===== src/logic/tenbt_cfg.svh =====
// Timing and pattern constants of the 10 Mb/s twisted-pair core.
`ifndef TENBT_CFG_SVH
`define TENBT_CFG_SVH
// System clock period in nanoseconds.
`define CLK_NS          100
// Squelch qualification window, least gap and link pulse width in ns.
`define SQ_WIN_NS       150
`define SQ_GAP_NS       200
`define LP_WIDTH_NS     100
// Longest window rounds down, least gap rounds up, neither below one cycle.
`define SQ_WIN_CYC      ((`SQ_WIN_NS / `CLK_NS) < 1 ? 1 : (`SQ_WIN_NS / `CLK_NS))
`define SQ_GAP_CYC      ((`SQ_GAP_NS + `CLK_NS - 1) / `CLK_NS)
`define LP_WIDTH_CYC    ((`LP_WIDTH_NS + `CLK_NS - 1) / `CLK_NS)
// Jabber, un-jab, link pulse period and link loss times in milliseconds.
`define JAB_MS          24
`define UNJAB_MS        256
`define LP_PERIOD_MS    16
`define LINK_LOSS_MS    100
`define JAB_CYC         (`JAB_MS * 1000000 / `CLK_NS)
`define UNJAB_CYC       (`UNJAB_MS * 1000000 / `CLK_NS)
`define LP_PERIOD_CYC   (`LP_PERIOD_MS * 1000000 / `CLK_NS)
`define LINK_LOSS_CYC   (`LINK_LOSS_MS * 1000000 / `CLK_NS)
// Remote fault idle run of ones, polarity run lengths.
`define REMOTE_FAULT_IDLE_SIGNAL_ONES       84
`define POL_LP_RUN      7
`define POL_PKT_RUN     3
`endif


===== src/logic/tenbt_pkg.sv =====
// Types shared by the 10 Mb/s twisted-pair core and its bench.
`default_nettype none
package tenbt_pkg;
    // Transmit side of the internal media-independent interface.
    typedef struct packed {
        logic en;
        logic d;
    } mii_tx_t;
    // Receive side of the internal media-independent interface.
    typedef struct packed {
        logic crs;
        logic col;
        logic dv;
        logic d;
    } mii_rx_t;
    // Line-side comparator outputs, one bit cell of two halves per clock.
    typedef struct packed {
        logic [1:0] receive_line_pair;
        logic       sq_pos;
        logic       sq_neg;
        logic       lp_pos;
        logic       lp_neg;
        logic       eop_inv;
    } line_in_t;
    // Ability set exchanged by auto-negotiation.
    typedef struct packed {
        logic tx_fd;
        logic tx_hd;
        logic t_fd;
        logic t_hd;
    } abil_t;
    // Squelch qualification states, Gray coded along the path.
    typedef enum logic [1:0] {
        SQ_IDLE  = 2'h0,
        SQ_ARMED = 2'h1,
        SQ_OPP   = 2'h3,
        SQ_VALID = 2'h2
    } sq_state_t;
    // Resolved operating mode.
    typedef enum logic [2:0] {
        AN_NONE  = 3'h0,
        AN_TX_FD = 3'h1,
        AN_TX_HD = 3'h2,
        AN_T_FD  = 3'h3,
        AN_T_HD  = 3'h4
    } an_mode_t;
endpackage
`default_nettype wire


===== src/logic/tenbt_phy_core.sv =====
// Digital core of one 10 Mb/s twisted-pair port with fiber fault idle and mode resolution.
//
// Contract
// fiber remote fault idle is 84 ones, one zero.
// half duplex: collision incl. jabber, carrier on both.
// full duplex: simultaneous traffic is no collision.
// encode while enable high and link good.
// last transition mid-cell for one, boundary for zero.
// carrier drops when mid-bit transitions stop.
// squelch needs first, opposite, first within windows.
// valid data ends after squelch gap over 200 ns.
// thresholds lowered for rest of packet.
// long-cable option lowers receive squelch threshold.
// carrier follows receive only in full or repeater.
// enable held over 24 ms locks transmitter off.
// unlock after 256 ms with enable low.
// jabber protection can be switched off.
// no link pulses disables transmit, receive, collision.
// idle line gets one-cycle link pulse every 16 ms.
// seven inverted pulses or three packets mean reversed.
// resolve 100 full, 100 half, 10 full, 10 half.
// reversed polarity inverts data before decoding.
`include "tenbt_cfg.svh"
`default_nettype none
module tenbt_phy_core
    import tenbt_pkg::*;
#(
    parameter logic [21:0] JAB_CYC       = 22'(`JAB_CYC),
    parameter logic [21:0] UNJAB_CYC     = 22'(`UNJAB_CYC),
    parameter logic [17:0] LP_PERIOD_CYC = 18'(`LP_PERIOD_CYC),
    parameter logic [20:0] LINK_LOSS_CYC = 21'(`LINK_LOSS_CYC)
)(
    // Clock and reset.
    input  wire logic     clk_sys,
    input  wire logic     nrst,
    // Internal media-independent interface.
    input  wire mii_tx_t  mii_tx,
    output var  mii_rx_t  mii_rx,
    // Line side.
    input  wire line_in_t line_in,
    output logic [1:0]    tx_cell,
    output logic          tx_drive,
    output logic          sq_low_thr,
    output logic          remote_fault_idle_signal,
    // Configuration.
    input  wire logic     full_duplex,
    input  wire logic     repeater_mode,
    input  wire logic     long_cable,
    input  wire logic     jabber_off,
    input  wire logic     fx_mode,
    input  wire logic     remote_fault,
    input  wire abil_t    local_abil,
    input  wire abil_t    partner_abil,
    // Status.
    output logic          pol_reversed,
    output logic          link_good,
    output logic          jabber_locked,
    output an_mode_t      an_mode
);
    // ****************************************
    // Pin synchronisers
    // ****************************************
    line_in_t    s1_reg;          // First stage, read only by the second.
    line_in_t    s2_reg;          // Second stage, safe to use.
    line_in_t    s3_reg;          // Delayed copy for edge detection.
    logic        lp_pos_rise;     // Positive link pulse seen.
    logic        lp_neg_rise;     // Negative link pulse seen.
    logic        any_sq;          // Either squelch comparator active.

    // Line comparators are asynchronous to clk_sys, hence two flops first.
    always_ff @(posedge clk_sys) begin
        if (!nrst) begin
            s1_reg <= '0;
            s2_reg <= '0;
            s3_reg <= '0;
        end else begin
            s1_reg <= line_in;
            s2_reg <= s1_reg;
            s3_reg <= s2_reg;
        end
    end

    assign lp_pos_rise = s2_reg.lp_pos & ~s3_reg.lp_pos;
    assign lp_neg_rise = s2_reg.lp_neg & ~s3_reg.lp_neg;
    assign any_sq      = s2_reg.sq_pos | s2_reg.sq_neg;

    // ****************************************
    // State declarations
    // ****************************************
    logic        link_reg, link_next;         // Link integrity good.
    logic [20:0] loss_reg, loss_next;         // Time since last link evidence.
    logic        jab_reg, jab_next;           // Transmitter locked by jabber.
    logic [21:0] jcnt_reg, jcnt_next;         // Jabber and un-jab timer.
    logic [1:0]  cell_reg, cell_next;         // Outgoing bit cell halves.
    logic        drv_reg, drv_next;           // Line driver enabled.
    logic        last_reg, last_next;         // Last transmitted bit.
    logic        tail_reg, tail_next;         // Frame just sent, tail pending.
    logic [17:0] lp_cnt_reg, lp_cnt_next;     // Link pulse period timer.
    sq_state_t   sq_reg, sq_next;             // Squelch qualification state.
    logic [1:0]  win_reg, win_next;           // Cycles spent in a window.
    logic [1:0]  gap_reg, gap_next;           // Cycles without squelch.
    logic        car_reg, car_next;           // Decoded receive carrier.
    logic        rxd_reg, rxd_next;           // Decoded receive bit.
    logic        pol_reg, pol_next;           // Receive polarity reversed.
    logic [2:0]  inv_run_reg, inv_run_next;   // Run of inverted link pulses.
    logic [2:0]  nrm_run_reg, nrm_run_next;   // Run of normal link pulses.
    logic [1:0]  pkt_run_reg, pkt_run_next;   // Run of inverted end pulses.
    logic        crs_reg, crs_next;           // Carrier sense to the MAC.
    logic        col_reg, col_next;           // Collision to the MAC.
    logic        remote_fault_idle_signal_reg, remote_fault_idle_signal_next;         // Fiber idle bit.
    logic [6:0]  fcnt_reg, fcnt_next;         // Position in the idle group.
    an_mode_t    an_reg, an_next;             // Resolved mode.
    logic        tx_act;                      // Frame bits are being encoded.
    logic        first_x;                     // First-polarity crossing.
    logic        opp_x;                       // Opposite-polarity crossing.
    logic        frame_end;                   // Receive carrier falls now.
    abil_t       common;                      // Abilities both ends share.

    // Encoding needs a good link and no jabber lockout.
    assign tx_act = mii_tx.en & link_reg & ~jab_reg;

    // ****************************************
    // Link integrity and jabber
    // ****************************************
    // Link evidence is any link pulse or decoded carrier; loss saturates.
    always_comb begin
        link_next = link_reg;
        loss_next = loss_reg;
        if (lp_pos_rise || lp_neg_rise || car_reg) begin
            link_next = 1'b1;
            loss_next = '0;
        end else if (loss_reg == LINK_LOSS_CYC - 21'h1) begin
            link_next = 1'b0;
        end else begin
            loss_next = loss_reg + 21'h1;
        end
        // One counter serves both jabber and un-jab; they never overlap.
        jab_next  = jab_reg;
        jcnt_next = '0;
        if (jabber_off) begin
            jab_next = 1'b0;
        end else if (!jab_reg) begin
            if (mii_tx.en && jcnt_reg == JAB_CYC) begin
                jab_next = 1'b1;
            end else if (mii_tx.en) begin
                jcnt_next = jcnt_reg + 22'h1;
            end
        end else if (!mii_tx.en) begin
            if (jcnt_reg == UNJAB_CYC - 22'h1) begin
                jab_next = 1'b0;
            end else begin
                jcnt_next = jcnt_reg + 22'h1;
            end
        end
    end

    // ****************************************
    // Manchester encoder and link pulses
    // ****************************************
    // A one is low then high; the tail adds the boundary step after a zero.
    always_comb begin
        cell_next   = 2'h0;
        drv_next    = 1'b0;
        last_next   = last_reg;
        tail_next   = 1'b0;
        lp_cnt_next = lp_cnt_reg + 18'h1;
        if (tx_act) begin
            cell_next   = {~mii_tx.d, mii_tx.d};
            drv_next    = 1'b1;
            last_next   = mii_tx.d;
            tail_next   = 1'b1;
            lp_cnt_next = '0;
        end else if (tail_reg && !last_reg) begin
            cell_next   = 2'h3;
            drv_next    = 1'b1;
            lp_cnt_next = '0;
        end else if (tail_reg) begin
            lp_cnt_next = '0;
        end else if (lp_cnt_reg == LP_PERIOD_CYC - 18'h1) begin
            cell_next   = 2'h3;
            drv_next    = 1'b1;
            lp_cnt_next = '0;
        end
    end

    // ****************************************
    // Squelch, decoder and polarity
    // ****************************************
    // Which comparator counts as first depends on the corrected polarity.
    assign first_x = pol_reg ? s2_reg.sq_neg : s2_reg.sq_pos;
    assign opp_x   = pol_reg ? s2_reg.sq_pos : s2_reg.sq_neg;

    always_comb begin
        sq_next  = sq_reg;
        win_next = '0;
        gap_next = '0;
        case (sq_reg)
            // Pulses that never reach the first threshold are ignored.
            SQ_IDLE: begin
                if (first_x && link_reg) begin
                    sq_next = SQ_ARMED;
                end
            end
            // The opposite threshold must follow inside the window.
            SQ_ARMED: begin
                if (opp_x) begin
                    sq_next = SQ_OPP;
                end else if (win_reg + 2'h1 >= 2'(`SQ_WIN_CYC)) begin
                    sq_next = SQ_IDLE;
                end else begin
                    win_next = win_reg + 2'h1;
                end
            end
            // Then the first threshold again inside a further window.
            SQ_OPP: begin
                if (first_x) begin
                    sq_next = SQ_VALID;
                end else if (win_reg + 2'h1 >= 2'(`SQ_WIN_CYC)) begin
                    sq_next = SQ_IDLE;
                end else begin
                    win_next = win_reg + 2'h1;
                end
            end
            // Valid until the squelch gap exceeds the least gap.
            SQ_VALID: begin
                gap_next = any_sq ? 2'h0 : (gap_reg == 2'h3 ? 2'h3 : gap_reg + 2'h1);
                if (!link_reg || gap_next > 2'(`SQ_GAP_CYC)) begin
                    sq_next = SQ_IDLE;
                end
            end
            default: begin
                sq_next = SQ_IDLE;
            end
        endcase
    end

    // Carrier lasts while cells carry a mid-bit transition.
    assign car_next  = (sq_reg == SQ_VALID) && link_reg &&
                       (s2_reg.receive_line_pair[1] != s2_reg.receive_line_pair[0]);
    assign rxd_next  = s2_reg.receive_line_pair[0] ^ pol_reg;
    assign frame_end = car_reg & ~car_next;

    // Runs are consecutive: a pulse of the other sense restarts them.
    always_comb begin
        pol_next     = pol_reg;
        inv_run_next = inv_run_reg;
        nrm_run_next = nrm_run_reg;
        pkt_run_next = pkt_run_reg;
        if (lp_neg_rise) begin
            inv_run_next = inv_run_reg + 3'h1;
            nrm_run_next = '0;
            if (inv_run_next == 3'(`POL_LP_RUN)) begin
                pol_next     = 1'b1;
                inv_run_next = '0;
            end
        end else if (lp_pos_rise) begin
            nrm_run_next = nrm_run_reg + 3'h1;
            inv_run_next = '0;
            if (nrm_run_next == 3'(`POL_LP_RUN)) begin
                pol_next     = 1'b0;
                nrm_run_next = '0;
            end
        end
        if (frame_end) begin
            pkt_run_next = s2_reg.eop_inv ? pkt_run_reg + 2'h1 : 2'h0;
            if (pkt_run_next == 2'(`POL_PKT_RUN)) begin
                pol_next     = 1'b1;
                pkt_run_next = '0;
            end
        end
    end

    // ****************************************
    // MAC status, fiber idle and mode resolution
    // ****************************************
    assign common = local_abil & partner_abil;

    always_comb begin
        // Transmit counts toward carrier only in plain half duplex.
        crs_next = link_reg & (car_next |
                   (~full_duplex & ~repeater_mode & tx_act));
        col_next = ~full_duplex & link_reg &
                   ((tx_act & car_reg) | (jab_reg & mii_tx.en));
        // Idle group is ones then a single zero while the fault stands.
        remote_fault_idle_signal_next = 1'b1;
        fcnt_next = '0;
        if (fx_mode && remote_fault) begin
            remote_fault_idle_signal_next = (fcnt_reg != 7'(`REMOTE_FAULT_IDLE_SIGNAL_ONES));
            fcnt_next = (fcnt_reg == 7'(`REMOTE_FAULT_IDLE_SIGNAL_ONES)) ? 7'h0 : fcnt_reg + 7'h1;
        end
        if (common.tx_fd) begin
            an_next = AN_TX_FD;
        end else if (common.tx_hd) begin
            an_next = AN_TX_HD;
        end else if (common.t_fd) begin
            an_next = AN_T_FD;
        end else if (common.t_hd) begin
            an_next = AN_T_HD;
        end else begin
            an_next = AN_NONE;
        end
    end

    // ****************************************
    // State registers
    // ****************************************
    // Every group but the pin synchronisers registers here; the link starts down after reset.
    always_ff @(posedge clk_sys) begin
        if (!nrst) begin
            link_reg    <= 1'b0;
            loss_reg    <= '0;
            jab_reg     <= 1'b0;
            jcnt_reg    <= '0;
            cell_reg    <= 2'h0;
            drv_reg     <= 1'b0;
            last_reg    <= 1'b0;
            tail_reg    <= 1'b0;
            lp_cnt_reg  <= '0;
            sq_reg      <= SQ_IDLE;
            win_reg     <= '0;
            gap_reg     <= '0;
            car_reg     <= 1'b0;
            rxd_reg     <= 1'b0;
            pol_reg     <= 1'b0;
            inv_run_reg <= '0;
            nrm_run_reg <= '0;
            pkt_run_reg <= '0;
            crs_reg     <= 1'b0;
            col_reg     <= 1'b0;
            remote_fault_idle_signal_reg    <= 1'b1;
            fcnt_reg    <= '0;
            an_reg      <= AN_NONE;
        end else begin
            link_reg    <= link_next;
            loss_reg    <= loss_next;
            jab_reg     <= jab_next;
            jcnt_reg    <= jcnt_next;
            cell_reg    <= cell_next;
            drv_reg     <= drv_next;
            last_reg    <= last_next;
            tail_reg    <= tail_next;
            lp_cnt_reg  <= lp_cnt_next;
            sq_reg      <= sq_next;
            win_reg     <= win_next;
            gap_reg     <= gap_next;
            car_reg     <= car_next;
            rxd_reg     <= rxd_next;
            pol_reg     <= pol_next;
            inv_run_reg <= inv_run_next;
            nrm_run_reg <= nrm_run_next;
            pkt_run_reg <= pkt_run_next;
            crs_reg     <= crs_next;
            col_reg     <= col_next;
            remote_fault_idle_signal_reg    <= remote_fault_idle_signal_next;
            fcnt_reg    <= fcnt_next;
            an_reg      <= an_next;
        end
    end

    // Thresholds drop for the packet body or for long cables.
    assign sq_low_thr    = (sq_reg == SQ_VALID) | long_cable;
    assign mii_rx        = '{crs: crs_reg, col: col_reg, dv: car_reg, d: rxd_reg};
    assign tx_cell       = cell_reg;
    assign tx_drive      = drv_reg;
    assign remote_fault_idle_signal = remote_fault_idle_signal_reg;
    assign pol_reversed  = pol_reg;
    assign link_good     = link_reg;
    assign jabber_locked = jab_reg;
    assign an_mode       = an_reg;
endmodule
`default_nettype wire


===== config.mk =====
export PLATFORM = sky130hd
export DESIGN_NAME = tenbt_phy_core
export DESIGN_NICKNAME = d
export VERILOG_FILES = /design/src/logic/tenbt_pkg.sv /design/src/logic/tenbt_phy_core.sv
export VERILOG_INCLUDE_DIRS = /design/src /design/src/logic
export SDC_FILE = /design/constraint.sdc
export NUM_CORES = 1
export LEC_CHECK = 0
export BUFFER_PORTS_ARGS = -buffer_cell sky130_fd_sc_hd__buf_2
export CAP_MARGIN = 15
export CORE_ASPECT_RATIO = 0.5
export CORE_UTILIZATION = 40
export CTS_BUF_LIST = sky130_fd_sc_hd__clkbuf_16
export DETAILED_ROUTE_END_ITERATION = 8
export PLACE_DENSITY = 0.67
export SETUP_SLACK_MARGIN = 0.1
export SLEW_MARGIN = 30
export SYNTH_ARGS = -nofsm -noshare
export SYNTH_HDL_FRONTEND = slang
export SYNTH_SLANG_ARGS = --single-unit

===== constraint.sdc =====
create_clock -name clk_sys -period 3.3 [get_ports clk_sys]
set_clock_uncertainty 0.2 [all_clocks]
set_input_delay 0.66 -clock clk_sys [delete_from_list [all_inputs] [get_ports clk_sys]]
set_output_delay 0.66 -clock clk_sys [all_outputs]
set_load 0.01 [all_outputs]

==> PnR_summary.wiki <==
{| class="wikitable"
! Metric !! Value
|-
| Outcome || completed
|-
| Required arrival time at the worst endpoint || 3.38 ns
|-
| Total negative slack || 0 ns
|-
| Synth async-reset ratio || 0
|-
| Fillers || 1089
|-
| Syn Nets || 593
|-
| Power dissipated by switching net loads || 726 µW
|-
| Final weighted congestion in routability-driven placement || 0.784
|-
| Die area || 12900 µm²
|-
| Critical path launch point type || register
|-
| Detail-routed via count per cell || 5.19
|-
| Overall die width || 160 µm
|-
| Master cell of the clock root buffer || clkbuf_16
|-
| Arr. time, crit path || 2.50 ns
|-
| DIE HEIGHT || 80.8 µm
|-
| Sequential cell area in the final layout || 2280 µm²
|-
| Final worst-path setup slack || 0.887 ns
|-
| Sequential Power Share || 0.405
|-
| Buffers added on ports || 39
|-
| Via count of the first global-routing pass || 3562
|-
| Area of combinational cells with multiple inputs || 2510 µm²
|-
| Clock group share of total power || 0.565
|-
| Fraction of layout instances using a drive strength above 1 || 0.134
|-
| Number of max-slew violations in the final report || 0
|-
| Relative max-transition margin || 0.576
|-
| Crit path time final || 2.41 ns
|-
| Global-route usage over all layers || 0.161
|-
| Number of hold violations in the final report || 0
|-
| Via Count || 4024
|-
| Syn avg cell area || 8.92 µm²
|-
| Final clock period utilization by the worst path || 0.731
|-
| Core area || 11900 µm²
|-
| Highest net fanout along the worst path || 11
|-
| Number of rows created at floorplan || 28
|-
| Clock tree from TritonCTS || built
|-
| H-tree levels || 4
|-
| Largest register FFs || 22
|-
| Leak Pwr || 0.00213 µW
|-
| Count of routing violations after the opening detailed-route iteration || 143
|-
| Number of nets at the end of the flow || 634
|-
| Setup Buffers After CTS || 0
|-
| Post-cts gate resize count || 0
|-
| Pwr Total || 3500 µW
|-
| Worst Path Class, Setup || reg2reg
|-
| Cell internal power dissipation || 2780 µW
|-
| Warnings, synthesis || 0
|-
| Wire length of the first global-routing pass || 16.7 mm
|-
| Count of flip-flops with a built-in enable after synthesis || 0
|-
| Post-DP HPWL || 6.75 mm
|-
| Initial Util || 0.416
|-
| Cell count after synthesis || 557
|-
| Setup repair after global routing missed its margin || false
|-
| TritonCTS buffer count || 17
|-
| Worst min path class || reg2reg
|-
| Number of iterations in the first detailed-routing pass || 4
|-
| Remaining routing DRC violations || 0
|-
| Average wire per cell in the routed design || 12.7 µm
|-
| CTS Sinks || 114
|-
| Distinct cell type count after synthesis || 54
|-
| Top achievable clock speed || 414 MHz
|-
| Post-cts hold buffer count || 0
|-
| Number of flip-flops and latches in the synthesized netlist || 114
|-
| Pin slew with the least headroom to its limit || 0.635 ns
|-
| Number of buffers on the longest clock path || 2
|-
| Antenna diode count || 0
|-
| Number of ports placed on the die boundary || 40
|-
| Peak VDD IR || 0.298 mV
|-
| GRT overflow || 0
|-
| Total standard cell area after synthesis || 4970 µm²
|-
| Synth-to-Final Area Change || 19.6%
|-
| Gate power share || 0.031
|-
| Net switching fraction of the power || 0.207
|-
| Power Density || 590 nW/µm²
|-
| Final setup violation count || 0
|-
| Clock-pin transition on the worst setup and hold timing paths || 0.05 ns
|-
| Type of destination of the critical path || register
|-
| Number of antenna violations at the first check in global routing || 0
|-
| Worst skew pair latency || 0.41 ns
|-
| Final wirelength || 9.89 mm
|-
| Fraction of the yosys area taken by sequential cells || 0.459
|-
| Post-route antenna net violation count || 0
|-
| Pin count of the biggest net entering global routing || 18
|-
| Core utilization of the finished layout || 0.497
|-
| Placement Setup Slack || 0.833 ns
|-
| Ys flop type || dfxtp_1
|-
| Maxcap violations || 0
|-
| Worst hold margin || 0.219 ns
|}
## cell type report
class / instances / area share
Multi-Input combinational cell: 402 / 0.422
Clock inverter: 15 / 0.0360
Clock buffer: 17 / 0.0716
Sequential cell: 114 / 0.384
Timing Repair Buffer: 45 / 0.0404
Tap cell: 165 / 0.0347
Inverter: 18 / 0.0114
## critical path, cell delays in order, from the launching register on
cell and delay [ns]:
dfxtp_1 0.40, ha_1 0.24, nand3_1 0.16, or4_1 0.60
o21ai_1 0.32, buf_4 0.25, a22oi_1 0.11
## cell usage after synthesis (6+ instances only)
library cell	number	area share
xor2_1	22	0.039
and4_1	6	0.011
nand4_1	20	0.025
buf_4	6	0.0091
nor2_1	52	0.039
ha_1	11	0.028
xnor2_1	19	0.033
a22oi_1	9	0.014
dfxtp_1	114	0.46
nand3_1	27	0.027
and3_1	8	0.010
nand2b_1	10	0.013
nor4_1	8	0.010
o31ai_1	6	0.0091
a21oi_1	39	0.039
nor3_1	16	0.016
clkbuf_1	13	0.0098
o21ai_0	22	0.022
inv_1	18	0.014
nand2_1	31	0.023
or4_1	9	0.014
or3_1	16	0.020
and2_1	21	0.026
## stage by stage
| step | instances | area (µm²) |
|---|---|---|
| 6_report | 776 | 5940 |
| 4_1_cts | 776 | 5940 |
| 2_1_floorplan | 557 | 4970 |
| 5_1_grt | 776 | 5940 |
| 3_3_place_gp | 744 | 5300 |
| 3_5_place_dp | 744 | 5300 |
## placed cells by master (no fill, tap or decap), drive strengths merged, types with 2 or more instances in the layout
master,instances
mux2i,5
and3,8
and2,21
a31oi,3
o21ai,23
and4,6
nor2,52
buf,45
or3,16
xor2,22
clkinv,5
or2,3
bufinv,5
or4b,2
nor4,8
or4,9
nand4,21
nand4b,5
nand3b,5
clkbuf,17
ha,11
nand3,28
inv,21
xnor2,19
o21a,2
dfxtp,114
a21oi,39
clkinvlp,2
a22oi,10
nor2b,3
nor3,16
nor3b,2
o31ai,6
nand2b,10
nand2,31
nor4b,2
## logic make-up (layout without fill, tap and decap cells)
| kind of cell | Yosys count | count (layout) | share of synthesized area |
|---|---|---|---|
| flops | 114 | 114 | 0.459 |
| mux | 6 | 6 | 0.0123 |
| xor+xnor | 41 | 41 | 0.0723 |
| buf+inv | 41 | 95 | 0.0365 |
| fa+ha+maj | 11 | 11 | 0.0277 |
| simple gates | 249 | 249 | 0.277 |
| compound gates | 95 | 95 | 0.115 |
## power groups by stage
| stage | Sequential (µW) | Clock, µW | Combinational, µW |
|---|---|---|---|
| 6_report | 1420 | 1980 | 107 |
| 5_1_grt | 1420 | 2080 | 122 |
| 4_1_cts | 1420 | 2010 | 108 |
| 3_5_place_dp | 1450 | 0 | 107 |
| 3_3_place_gp | 1450 | 0 | 106 |
| 2_1_floorplan | 1450 | 0 | 64.6 |
## metal layers
metal	global-route usage	up-vias	part of all wire
met2	0.260	61	0.45
met1	0.208	1873	0.50
met5	0	-	0
li1	-	2081	-
met3	0.0490	9	0.039
met4	0.0529	0	0.0059
## worst paths after layout
check | slack (ns) | to | startpoint | depth (start not counted)
max | 0.89 | jcnt_reg[16] | jcnt_reg[0] | 6
min reg2reg | 0.22 | win_reg[0] | win_reg[0] | 1
min | 0.22 | win_reg[0] | win_reg[0] | 1
max reg2reg | 0.89 | jcnt_reg[16] | jcnt_reg[0] | 6
Note: power is estimated with default switching activity, not from simulation.
